--- src/verilog/uetc_pkg.sv ---
// uetc_pkg: constants for the serial error / smart card / tristate control block
// assumes a single 20 MHz clock and a simple strobe register port
package uetc_pkg;

  // ------------------------------------------------------------------
  // register map (byte addresses)
  // ------------------------------------------------------------------
  localparam logic [7:0] UETC_ADDR_CTRL   = 8'h00;
  localparam logic [7:0] UETC_ADDR_TXDATA = 8'h04;
  localparam logic [7:0] UETC_ADDR_TXD8   = 8'h08;
  localparam logic [7:0] UETC_ADDR_STATUS = 8'h0c;
  localparam logic [7:0] UETC_ADDR_IRQ    = 8'h10;
  localparam logic [7:0] UETC_ADDR_MASK   = 8'h14;
  localparam logic [7:0] UETC_ADDR_RXDATA = 8'h18;

  // ------------------------------------------------------------------
  // control register fields
  // ------------------------------------------------------------------
  localparam int UETC_B_SYNC   = 0;
  localparam int UETC_B_TXEN   = 1;
  localparam int UETC_B_RXEN   = 2;
  localparam int UETC_B_NINE   = 3;
  localparam int UETC_B_TX_OUTPUT_INVERT  = 14;
  localparam int UETC_B_AUTOTR = 17;
  localparam int UETC_B_SCEN   = 18;
  localparam int UETC_B_SCRT   = 19;
  localparam int UETC_B_SKIPPE = 20;
  localparam int UETC_B_NINEDV = 21;
  localparam int UETC_B_DMAHLT = 22;
  localparam int UETC_B_RXDOE  = 23;
  localparam logic [31:0] UETC_CTRL_RST = 32'h0000_0000;

  // irq / status bits
  localparam int UETC_I_PARITY_ERROR_FLAG = 0;
  localparam int UETC_I_FRAMING_ERROR_FLAG = 1;
  localparam int UETC_I_RXDV = 2;
  localparam int UETC_I_TXDN = 3;
  localparam int UETC_I_NACK = 4;
  localparam int UETC_NIRQ   = 5;

  localparam int UETC_FW = 9;
  localparam logic [3:0] UETC_FRAME_BITS = 4'hb;
  localparam logic [UETC_FW-1:0] UETC_ZERO_FRAME = 9'h000;
endpackage : uetc_pkg

--- src/verilog/uetc_err_gate.sv ---
// uetc_err_gate: receive error policy and dma gating
// assumes frame events arrive as one-cycle pulses from the receiver
`timescale 1ns/1ps
module uetc_err_gate
  import uetc_pkg::*;
(
  // error policy controls
  input  wire logic sync_mode_i,
  input  wire logic rx_disable_on_error_i,
  input  wire logic dma_halt_on_error_i,
  input  wire logic skip_parity_error_frames_i,
  // live error flags and received frame
  input  wire logic parity_error_flag_i,
  input  wire logic framing_error_flag_i,
  input  wire logic rx_frame_valid_i,
  input  wire logic rx_parity_err_i,
  input  wire logic rx_framing_err_i,
  input  wire logic dma_req_raw_i,
  // decisions
  output logic      rx_kill_o,
  output logic      store_frame_o,
  output logic      dma_req_o
);
  // error side effects apply to async operation only
  always_comb
  begin
    rx_kill_o     = rx_frame_valid_i && rx_disable_on_error_i && !sync_mode_i &&
                    (rx_parity_err_i || rx_framing_err_i);
    store_frame_o = rx_frame_valid_i &&
                    !(skip_parity_error_frames_i && !sync_mode_i && rx_parity_err_i);
    dma_req_o     = dma_req_raw_i && !(dma_halt_on_error_i && !sync_mode_i &&
                    (parity_error_flag_i || framing_error_flag_i));
  end
endmodule : uetc_err_gate

--- src/verilog/uetc_top.sv ---
// uetc_top: serial transceiver control options - error policy, dma halt,
// ninth bit default, parity frame skip, smart card retransmit, tx tristate
// assumes receiver events arrive as pulses and a baud enable from a divider
//
// The register offsets and the strobed register port are this design's own decisions.
`timescale 1ns/1ps

module uetc_top
  import uetc_pkg::*;
(
  // clock and reset
  input  wire logic               clock_i,
  input  wire logic               rst_b_i,
  // register port
  input  wire logic [7:0]         addr_i,
  input  wire logic [31:0]        wdata_i,
  input  wire logic               wr_i,
  input  wire logic               rd_i,
  output logic      [31:0]        rdata_o,
  // receiver events
  input  wire logic               rx_frame_valid_i,
  input  wire logic [UETC_FW-1:0] rx_frame_i,
  input  wire logic               rx_parity_err_i,
  input  wire logic               rx_framing_err_i,
  input  wire logic               sc_nack_i,
  input  wire logic               baud_en_i,
  // dma
  input  wire logic               dma_req_raw_i,
  output logic                    dma_req_o,
  // line and status
  output logic                    tx_o,
  output logic                    tx_oe_o,
  output logic                    smartcard_enable_o,
  output logic                    rx_enabled_o,
  output logic                    irq_o
);
  import uetc_pkg::*;

  typedef struct packed {
    logic [31:0]          ctrl;
    logic [UETC_NIRQ-1:0] flags;
    logic [UETC_NIRQ-1:0] mask;
    logic [UETC_FW-1:0]   rxbuf;
    logic                 tx_pend;
    logic [UETC_FW-1:0]   tx_hold;
    logic                 tri_ctl;
    logic [31:0]          rdata;
    logic                 dma;
    logic                 tx;
    logic                 oe;
    logic                 irq;
  } uetc_st_t;

  uetc_st_t st_q, st_d;

  logic rx_kill;
  logic store_frame;
  logic dma_gated;
  logic sh_busy;
  logic sh_done;
  logic sh_bit;

  // ------------------------------------------------------------------
  // helpers
  // ------------------------------------------------------------------
  // builds a nine-bit frame from a write, the top bit chosen by width of access in nine-bit mode, zero otherwise
  function automatic logic [UETC_FW-1:0] uetc_frame(input logic [31:0] w, input logic eight,
                                                    input logic nine, input logic dv);
    logic top;
    top = eight ? dv : w[UETC_FW-1];
    uetc_frame = nine ? {top, w[7:0]} : {1'b0, w[7:0]};
  endfunction : uetc_frame

  // ------------------------------------------------------------------
  // submodules
  // ------------------------------------------------------------------
  uetc_err_gate u_err
  (
    .sync_mode_i                (st_q.ctrl[UETC_B_SYNC]),
    .rx_disable_on_error_i      (st_q.ctrl[UETC_B_RXDOE]),
    .dma_halt_on_error_i        (st_q.ctrl[UETC_B_DMAHLT]),
    .skip_parity_error_frames_i (st_q.ctrl[UETC_B_SKIPPE]),
    .parity_error_flag_i        (st_q.flags[UETC_I_PARITY_ERROR_FLAG]),
    .framing_error_flag_i       (st_q.flags[UETC_I_FRAMING_ERROR_FLAG]),
    .rx_frame_valid_i           (rx_frame_valid_i && st_q.ctrl[UETC_B_RXEN]),
    .rx_parity_err_i            (rx_parity_err_i),
    .rx_framing_err_i           (rx_framing_err_i),
    .dma_req_raw_i              (dma_req_raw_i),
    .rx_kill_o                  (rx_kill),
    .store_frame_o              (store_frame),
    .dma_req_o                  (dma_gated)
  );

  uetc_tx_shift u_tx
  (
    .clock_i      (clock_i),
    .rst_b_i      (rst_b_i),
    .baud_en_i    (baud_en_i),
    .tx_enable_i  (st_q.ctrl[UETC_B_TXEN]),
    .retransmit_i (st_q.ctrl[UETC_B_SCRT] && st_q.ctrl[UETC_B_SCEN]),
    .nack_i       (sc_nack_i),
    .load_i       (st_q.tx_pend && st_q.ctrl[UETC_B_TXEN] && baud_en_i), // start only on a bit tick
    .load_data_i  (st_q.tx_hold),
    .busy_o       (sh_busy),
    .done_o       (sh_done),
    .bit_o        (sh_bit)
  );

  // ------------------------------------------------------------------
  // next state
  // ------------------------------------------------------------------
  always_comb
  begin
    logic [UETC_NIRQ-1:0] ev;
    ev   = '0;
    st_d = st_q;
    st_d.rdata = 32'h0000_0000;

    // register writes
    if (wr_i)
    begin
      if (addr_i == UETC_ADDR_CTRL)
        st_d.ctrl = wdata_i;
      else if (addr_i == UETC_ADDR_MASK)
        st_d.mask = wdata_i[UETC_NIRQ-1:0];
      else if ((addr_i == UETC_ADDR_TXDATA || addr_i == UETC_ADDR_TXD8) && !st_q.tx_pend)
      begin
        st_d.tx_hold = uetc_frame(wdata_i, addr_i == UETC_ADDR_TXD8,
                                  st_q.ctrl[UETC_B_NINE], st_q.ctrl[UETC_B_NINEDV]);
        st_d.tx_pend = 1'b1;
      end
    end

    // hand the held frame over on a bit tick, so the start bit lasts a whole bit
    if (st_q.tx_pend && st_q.ctrl[UETC_B_TXEN] && !sh_busy && baud_en_i)
      st_d.tx_pend = 1'b0;

    // receiver side effects
    if (rx_frame_valid_i && st_q.ctrl[UETC_B_RXEN])
    begin
      ev[UETC_I_PARITY_ERROR_FLAG] = rx_parity_err_i;
      ev[UETC_I_FRAMING_ERROR_FLAG] = rx_framing_err_i;
    end
    if (store_frame)
    begin
      st_d.rxbuf      = rx_frame_i;
      ev[UETC_I_RXDV] = 1'b1;
    end
    if (rx_kill)
      st_d.ctrl[UETC_B_RXEN] = 1'b0;
    ev[UETC_I_TXDN] = sh_done;
    ev[UETC_I_NACK] = sh_done && sc_nack_i && st_q.ctrl[UETC_B_SCEN];

    // reads, flags clear on an irq register read but a new event still wins
    if (rd_i)
    begin
      if (addr_i == UETC_ADDR_CTRL)
        st_d.rdata = st_q.ctrl;
      else if (addr_i == UETC_ADDR_STATUS)
        st_d.rdata = {30'h0, st_q.tri_ctl, sh_busy};
      else if (addr_i == UETC_ADDR_IRQ)
      begin
        st_d.rdata = {{(32-UETC_NIRQ){1'b0}}, st_q.flags};
        st_d.flags = '0;
      end
      else if (addr_i == UETC_ADDR_MASK)
        st_d.rdata = {{(32-UETC_NIRQ){1'b0}}, st_q.mask};
      else if (addr_i == UETC_ADDR_RXDATA)
        st_d.rdata = {{(32-UETC_FW){1'b0}}, st_q.rxbuf};
    end
    st_d.flags = st_d.flags | ev;

    // tristate control follows transmitter activity when automatic
    if (st_q.ctrl[UETC_B_AUTOTR])
      st_d.tri_ctl = !(sh_busy || (st_q.tx_pend && st_q.ctrl[UETC_B_TXEN]));
    else
      st_d.tri_ctl = 1'b0;

    // pin: idle is the mark level, inverted when asked
    st_d.tx  = sh_bit ^ st_q.ctrl[UETC_B_TX_OUTPUT_INVERT];
    st_d.oe  = !st_d.tri_ctl;
    st_d.dma = dma_gated;
    st_d.irq = |(st_d.flags & st_d.mask);
  end

  // ------------------------------------------------------------------
  // state register
  // ------------------------------------------------------------------
  always_ff @(posedge clock_i or negedge rst_b_i)
  begin
    if (!rst_b_i)
    begin
      st_q       <= '0;
      st_q.ctrl  <= UETC_CTRL_RST;
      st_q.tx    <= 1'b1;
      st_q.oe    <= 1'b1;
    end
    else
      st_q <= st_d;
  end

  // ------------------------------------------------------------------
  // outputs
  // ------------------------------------------------------------------
  assign rdata_o            = st_q.rdata;
  assign dma_req_o          = st_q.dma;
  assign tx_o               = st_q.tx;
  assign tx_oe_o            = st_q.oe;
  assign smartcard_enable_o = st_q.ctrl[UETC_B_SCEN];
  assign rx_enabled_o       = st_q.ctrl[UETC_B_RXEN];
  assign irq_o              = st_q.irq;

  // ------------------------------------------------------------------
  // checks
  // ------------------------------------------------------------------
  property p_rx_kill;
    @(posedge clock_i) disable iff (!rst_b_i)
      (rx_frame_valid_i && st_q.ctrl[UETC_B_RXEN] && st_q.ctrl[UETC_B_RXDOE] && !st_q.ctrl[UETC_B_SYNC]
       && rx_framing_err_i && !(wr_i && addr_i == UETC_ADDR_CTRL)) |=> !rx_enabled_o;
  endproperty
  a_rx_kill: assert property (p_rx_kill) else $error("receiver not disabled on error");

  property p_rx_keep;
    @(posedge clock_i) disable iff (!rst_b_i)
      (st_q.ctrl[UETC_B_RXEN] && !st_q.ctrl[UETC_B_RXDOE] && !(wr_i && addr_i == UETC_ADDR_CTRL))
      |=> rx_enabled_o;
  endproperty
  a_rx_keep: assert property (p_rx_keep) else $error("receiver stopped without option");

  property p_dma_halt;
    @(posedge clock_i) disable iff (!rst_b_i)
      (st_q.ctrl[UETC_B_DMAHLT] && !st_q.ctrl[UETC_B_SYNC] && st_q.flags[UETC_I_PARITY_ERROR_FLAG]) |=> !dma_req_o;
  endproperty
  a_dma_halt: assert property (p_dma_halt) else $error("dma not held on error");

  property p_dma_sync;
    @(posedge clock_i) disable iff (!rst_b_i)
      (st_q.ctrl[UETC_B_SYNC] && dma_req_raw_i) |=> dma_req_o;
  endproperty
  a_dma_sync: assert property (p_dma_sync) else $error("dma held in sync mode");

  property p_skip;
    @(posedge clock_i) disable iff (!rst_b_i)
      (rx_frame_valid_i && st_q.ctrl[UETC_B_RXEN] && st_q.ctrl[UETC_B_SKIPPE] && !st_q.ctrl[UETC_B_SYNC]
       && rx_parity_err_i) |=> (st_q.rxbuf == $past(st_q.rxbuf)) && st_q.flags[UETC_I_PARITY_ERROR_FLAG];
  endproperty
  a_skip: assert property (p_skip) else $error("parity frame stored or flag lost");

  property p_ninth;
    @(posedge clock_i) disable iff (!rst_b_i)
      (wr_i && addr_i == UETC_ADDR_TXD8 && !st_q.tx_pend && st_q.ctrl[UETC_B_NINE])
      |=> st_q.tx_hold[UETC_FW-1] == $past(st_q.ctrl[UETC_B_NINEDV]);
  endproperty
  a_ninth: assert property (p_ninth) else $error("ninth bit not from default");

  property p_tri_idle;
    @(posedge clock_i) disable iff (!rst_b_i)
      (st_q.ctrl[UETC_B_AUTOTR] && !sh_busy && !st_q.tx_pend) |=> !tx_oe_o;
  endproperty
  a_tri_idle: assert property (p_tri_idle) else $error("pin driven while idle with auto tristate");

  property p_drive_busy;
    @(posedge clock_i) disable iff (!rst_b_i)
      sh_busy |=> tx_oe_o;
  endproperty
  a_drive_busy: assert property (p_drive_busy) else $error("pin floated during transmission");

  property p_idle_level;
    @(posedge clock_i) disable iff (!rst_b_i)
      (!st_q.ctrl[UETC_B_AUTOTR] && !sh_busy) |=> tx_oe_o && (tx_o == !$past(st_q.ctrl[UETC_B_TX_OUTPUT_INVERT]));
  endproperty
  a_idle_level: assert property (p_idle_level) else $error("idle level wrong");
endmodule : uetc_top

--- src/verilog/uetc_tx_shift.sv ---
// uetc_tx_shift: frame shifter with smart card retransmit
// assumes one baud enable pulse per bit time and an nack level from the line, sampled at the stop bit tick
`timescale 1ns/1ps
module uetc_tx_shift
  import uetc_pkg::*;
(
  input  wire logic               clock_i,
  input  wire logic               rst_b_i,
  // control
  input  wire logic               baud_en_i,
  input  wire logic               tx_enable_i,
  input  wire logic               retransmit_i,
  input  wire logic               nack_i,
  // load
  input  wire logic               load_i,
  input  wire logic [UETC_FW-1:0] load_data_i,
  // status
  output logic                    busy_o,
  output logic                    done_o,
  output logic                    bit_o
);
  import uetc_pkg::*;

  typedef struct packed {
    logic               busy;
    logic               done;
    logic [3:0]         cnt;
    logic [UETC_FW-1:0] keep;
    logic [UETC_FW+1:0] sh;
  } uetc_sh_t;

  uetc_sh_t s_q, s_d;

  // ------------------------------------------------------------------
  // shifter: start bit, 9 data bits, stop bit, lsb first
  // ------------------------------------------------------------------
  always_comb
  begin
    s_d      = s_q;
    s_d.done = 1'b0;
    if (!s_q.busy && load_i)
    begin
      s_d.busy = 1'b1;
      s_d.keep = load_data_i;
      s_d.sh   = {1'b1, load_data_i, 1'b0};
      s_d.cnt  = 4'h0;
    end
    else if (s_q.busy && baud_en_i)
    begin
      if (s_q.cnt == UETC_FRAME_BITS - 4'h1)
      begin
        // a rejected frame stays put and goes again while the transmitter is on
        if (retransmit_i && nack_i && tx_enable_i)
        begin
          s_d.sh  = {1'b1, s_q.keep, 1'b0};
          s_d.cnt = 4'h0;
        end
        else
        begin
          s_d.busy = 1'b0;
          s_d.done = 1'b1;
        end
      end
      else
      begin
        s_d.sh  = {1'b1, s_q.sh[UETC_FW+1:1]};
        s_d.cnt = s_q.cnt + 4'h1;
      end
    end
  end

  always_ff @(posedge clock_i or negedge rst_b_i)
  begin
    if (!rst_b_i)
      s_q <= '{busy: 1'b0, done: 1'b0, cnt: 4'h0, keep: UETC_ZERO_FRAME, sh: '1};
    else
      s_q <= s_d;
  end

  assign busy_o = s_q.busy;
  assign done_o = s_q.done;
  assign bit_o  = s_q.busy ? s_q.sh[0] : 1'b1;
endmodule : uetc_tx_shift
--- config.mk ---
export PLATFORM = sky130hd
export DESIGN_NAME = uetc_top
export DESIGN_NICKNAME = d
export VERILOG_FILES = /design/src/verilog/uetc_pkg.sv /design/src/verilog/uetc_err_gate.sv /design/src/verilog/uetc_top.sv /design/src/verilog/uetc_tx_shift.sv
export SDC_FILE = /design/constraint.sdc
export NUM_CORES = 1
export LEC_CHECK = 0
export ABC_AREA = 1
export ABC_CLOCK_PERIOD_IN_PS = 1440
export BUFFER_PORTS_ARGS = -buffer_cell sky130_fd_sc_hd__buf_2
export CORE_ASPECT_RATIO = 1.2
export CORE_MARGIN = 3
export CORE_UTILIZATION = 50
export DETAILED_ROUTE_END_ITERATION = 6
export GPL_TIMING_DRIVEN = 0
export PLACE_DENSITY = 0.76
export SYNTH_ARGS = -nofsm -noshare
export SYNTH_HDL_FRONTEND = slang
export SYNTH_SLANG_ARGS = --single-unit
--- constraint.sdc ---
create_clock -name clock_i -period 1.44 [get_ports clock_i]
set_clock_uncertainty 0.05 [all_clocks]
set_input_delay 0.216 -clock clock_i [delete_from_list [all_inputs] [get_ports clock_i]]
set_output_delay 0.216 -clock clock_i [all_outputs]
set_load 0.02 [all_outputs]
# --- Word level (Yosys, flattened, before mapping) ---
# Cells that the tools add are included.
totals:
  ff_bits: 124
  latch_bits: 0
  ram_bits: 0
  romBits: 0
  inputBits: 59
  output_inout_bits: 38
  n_memories: 0
classes:
  addsub: 1
  n_mul: 0
  div: 0
  magnitude_cmp: 0
  eq_ne: 11
  shifts: 0
  mux: 39
  bitwise: 5
  n_reduce_logical: 47
op_table:
  columns: ["op", "n"]
  rows:
  - ["32-bit two-way mux", 2]
  - ["9-bit two-way mux", 5]
  - ["11-bit two-way mux", 4]
  - ["10-bit two-way mux", 4]
  - ["5-bit two-way mux", 7]
  - ["8-bit by 5-bit == test with 1-bit output (second input constant)", 3]
  - ["1-bit logical AND", 22]
  - ["8-bit by 4-bit == test with 1-bit output (second input constant)", 2]
  - ["4-bit two-way mux", 3]
  - ["2-bit nonzero test", 6]
  - ["8-bit by 3-bit == test with 1-bit output (second input constant)", 1]
  - ["8-bit zero test", 1]
  - ["1-bit two-way mux", 8]
  - ["4-bit AND reduction", 2]
  - ["1-bit zero test", 7]
  - ["2-bit two-way mux", 3]
  - ["3-bit two-way mux", 2]
  - ["6-bit two-way mux", 1]
  - ["2-bit AND reduction", 3]
  - ["5-bit AND", 1]
  - ["5-bit bitwise OR", 1]
  - ["5-bit OR reduction", 1]
  - ["4-bit by 1-bit adder with 4-bit output (second input constant)", 1]
  - ["4-bit == test (second input constant)", 1]
  - ["7 further kinds", 12]

# --- Depth between registers and ports, before layout ---
depth:
  depth_word: 9
  mapped_depth: 11
  mapped_depth_nobuf: 10

# --- Cells and area by module ---
# From an unflattened synthesis, not the netlist that was laid out.
hier_totals:
  cells_unflattened: 625
  area_unflattened_um2: 5451.5
by_module_without_submodules:
  columns: ["module", "instances", "cells_each", "area_each_um2"]
  rows:
  - ["uetc_top", 1, 454, 4139.0]
  - ["uetc_tx_shift", 1, 159, 1260.0]
  - ["uetc_err_gate", 1, 12, 52.6]

# --- Least setup slack after synthesis ---
# OpenSTA, ideal clock, no wires.
synth_path:
  kind: "register to register"
  from: "reg u_tx.s_q[20] in the netlist's numbering"
  to: "reg u_tx.s_q[9] in the netlist's numbering"
  setup_time_ns: 0.080
  arrival_ns: 1.394
  t_required_ns: 1.310
  slack_ns: -0.083
  path_stages_with_launch: 10
  period_less_slack_ns: 1.523
  path_cell_list: "dfrtp_1 inv_1 ha_1 nand3_1 inv_2 nand2_1 nand2_1 nand2_1 buf_2 o22a_1"
synth_via:
  elab_chain_cells: 4
  word_cells_on_any_way: 6
synth_rtl:
  columns: ["element", "line", "rtl"]
  rows:
  - ["start, declared", "uetc_tx_shift.sv:32", "uetc_sh_t s_q, s_d;"]
  - ["start signal, assigned", "uetc_tx_shift.sv:75", "s_q <= '{busy: 1'b0, done: 1'b0, cnt: 4'h0, keep: UETC_ZERO_FRAME, sh: '1};"]
  - ["4-bit == test *", "uetc_tx_shift.sv:50", "if (s_q.cnt == UETC_FRAME_BITS - 4'h1)"]
  - ["11-bit two-way mux", "uetc_tx_shift.sv:50", null]
  - ["11-bit two-way mux", "uetc_tx_shift.sv:48", "else if (s_q.busy && baud_en_i)"]
  - ["11-bit two-way mux", "uetc_tx_shift.sv:41", "if (!s_q.busy && load_i)"]
# Every way passes the cells marked *; elsewhere a longest branch is shown, timed or not. The select of a mux whose other input is x is not followed.
# A chain may end at the register's enable or synchronous reset.

# --- Worst setup path after layout ---
layout_path:
  from: "reg u_tx.s_q[20] in the netlist's numbering"
  to: "reg u_tx.s_q[1] in the netlist's numbering"
# The elaborated chain is that of the path after synthesis.

==> run metrics <==
Int Pwr 7.99 mW; register area 3100 um2; GRT overflow 0; failing checks hold timing, setup timing; Crit path arrival time 1.79 ns; number of max-cap violations 0; starting density of the core 0.521; total power 10.8 mW; async set-reset flop share out of synthesis 1.00; crit path capture type register; CP startpoint kind register; initial drt markers 249; Worst Setup SP u_tx.s_q[20]; worst relative slew slack 0.627; All-Layer GR Usage 0.240; Psw 2.86 mW; share of the synthesized area in the top cell type 0.525; Setup CP Type register to register; largest net degree at the start of global routing 65; Peak VDD IR 0.941 mV; Crit Path Max Fanout 6; area added between synthesis and finish 36.1%; Synth Cell Area 5290 um2; via/cell ratio 5.14; DP Wirelength 8620 um; Fin Hold WS -0.00759 ns; Die Height 119 um; Seq/Total Area, Yosys 0.585; Tightest Hold Check Type input port to register; layout cells sized above 1 0.325; post-route ant nets 0; worst reg2reg setup slack -0.07 ns; Setup TNS -0.312 ns; Lkg Pwr 3.86 nW; CP Data Required Time 1.72 ns; min Tclk post-route 1.51 ns; Tcrit/Tclk final 1.05; port bufs 96; Die ar. 11,900 um2; Clock Tree Buf Depth 2; vias 4,434; CTS tree built; dominant cell type by area after synthesis dfrtp_1; register share of total power 0.407; RSZ-0062 raised after global routing true; first-pass GRT wire length 22,000 um; largest cells by area after synthesis dfrtp_1 (53%), nand2_1 (8.7%), dfstp_2 (6.0%); Post-synth EDFFs 0; Syn Nets 620; power per cell area 1510 nW/um2; initial antenna violation count 1; Min-Delay Startpoint wdata_i[14]; cts bufs inserted 17; Final Slew Violations 0; number of global-route vias before repair 4,648; clk root buf clkbuf_16; Synth Register Bits 123; DRC Markers 0; Max Fclk 662 MHz; Synth top cells by count nand2_1 (123), dfrtp_1 (111), inv_1 (77); average cell area after synthesis 9.46 um2; Clk pin slew, worst setup/hold paths 0.06 ns; DR pass1 iterations 5; worst slew pin tran 0.559 ns; most common cell in the synthesized netlist nand2_1; Final Hold Fails 1; H-tree Lvls 4; Clk pwr share 0.435; warnings from Yosys 0; routed len/inst 16.1 um; # IOs 97; final setup vio count 11; Top FF cell, synth dfrtp_1; switching portion of total power 0.264; core area 10,200 um2; Comb pwr share 0.158; latest clock arrival within the worst-skew pair 0.42 ns; Syn Inst Count 559; Multi-input gate area 1640 um2; fin nets 784; row cnt 40; Fill cells 676; reg2reg start u_tx.s_q[20]; DIE WIDTH 99.9 um; total clock sinks 123; Distinct cells, synth 43; GP Congestion 0.836; Routed WL 13,900 um; outcome finished, violations left; final worst slack -0.0705 ns
per-layer routing:
metal	share of wire	up-vias	global-route usage
met3	0.055	44	0.0567
li1	-	2067	-
met4	0.032	0	0.115
met1	0.37	2152	0.263
met5	0	-	0
met2	0.54	171	0.428
stage by stage:
step                setup slack, ns  instance area, um2  utilization  instances  hold slack, ns
floorplan                   0.00713                5310            -        559          -0.130
global placement              -1.34                5950        0.585        781           0.370
detailed placement           -0.187                5980        0.589        782           0.175
CTS                         -0.0469                7090        0.698        855       0.0000846
global route                 -0.167                7200        0.708        863          0.0139
finish                      -0.0705                7200        0.708        863        -0.00759
layout make-up:
type                       count  area share
clock inverter                14      0.0306
inverter                      80      0.0435
tap                          126      0.0219
multi-input combinational    309       0.228
antenna                        1    0.000348
sequential                   123       0.430
buffer                        47      0.0501
timing repair buffer         145       0.135
clock buffer                  18      0.0610
flip-flops by register name (all words and copies together), names as in the netlist:
name,flops
irq_o,1
u_tx.s_q,23
u_tx.busy_o,1
tx_o,1
tx_oe_o,1
u_tx.done_o,1
rdata_o,32
dma_req_o,1
st_q,60
rx_enabled_o,1
smartcard_enable_o,1
kinds of logic (layout without fill, tap and decap cells):
family          count (synthesis)  after routing  share of synthesized area
compound gates                101            101                      0.109
xor+xnor                        2              2                    0.00331
fa+ha+maj                       2              2                    0.00473
buf+inv                       127            304                      0.121
flops                         123            123                      0.585
mux                             8              8                     0.0170
other cells                     0              1                          0
simple gates                  196            196                      0.161
path summary, 6_finish.rpt:
path	to	cells after the start
max	u_tx.s_q[1]	10
max in group asynchronous	st_q[66]	3
max reg2reg	u_tx.s_q[1]	10
min reg2reg	tx_o	1
min	st_q[80]	3
min in group asynchronous	st_q[54]	2
power by group through the flow:
stage                     combinational (mW)  clock (mW)  sequential (mW)
after global routing                    1.91        4.89             4.46
after floorplan                        0.870           0             4.42
after detailed placement                1.35           0             4.44
after global placement                  1.29           0             4.42
after CTS                               1.59        4.75             4.40
final                                   1.72        4.72             4.41
cells in the final DEF (no fill, tap or decap), types with 2 or more instances in the layout:
cell type      netlist  routed
a32o_1               2       2
o22ai_2              0       2
nor2_2               4       5
nor2_4               2       2
buf_4               34      45
a21oi_1             19      19
o21ai_0             49      49
clkbuf_16            0      17
o21ai_1              9       9
dfstp_2             12      12
dfrtp_2              0       2
buf_6                1       8
and2_1               2       2
clkinvlp_4           0       4
inv_4                0       3
nand2_1            123     118
nand2_2              2       3
bufinv_16            0       5
buf_2                8     100
nand4_1              2       2
nand3_1             16      15
nor2_1              39      38
o21a_1               2       2
nand2_4              1       4
dfrtp_1            111     109
xor2_1               2       2
o211ai_1            10      10
clkinv_4             1       5
inv_1               77      75
mux2_2               8       8
dlygate4sd3_1        0      35
what timing repair did:
action,CTS,global route
endpoints found under the hold margin,81,0
pin swaps,5,8
setup buffers,5,5
gates resized for setup,15,20
gates cloned,1,2
hold buffers,35,0
endpoints found under the setup margin,30,30
critical path, stage by stage, from the launching register on:
cell and delay (ns):
dfrtp_1 0.38, inv_2 0.08, ha_4 0.13, nand3_4 0.09, inv_4 0.10, nand2_4 0.07
nand2_4 0.09, nand2_8 0.07, buf_6 0.13, o211ai_1 0.09, o211ai_1 0.13
No activity file was read; power rests on OpenSTA's default activity.
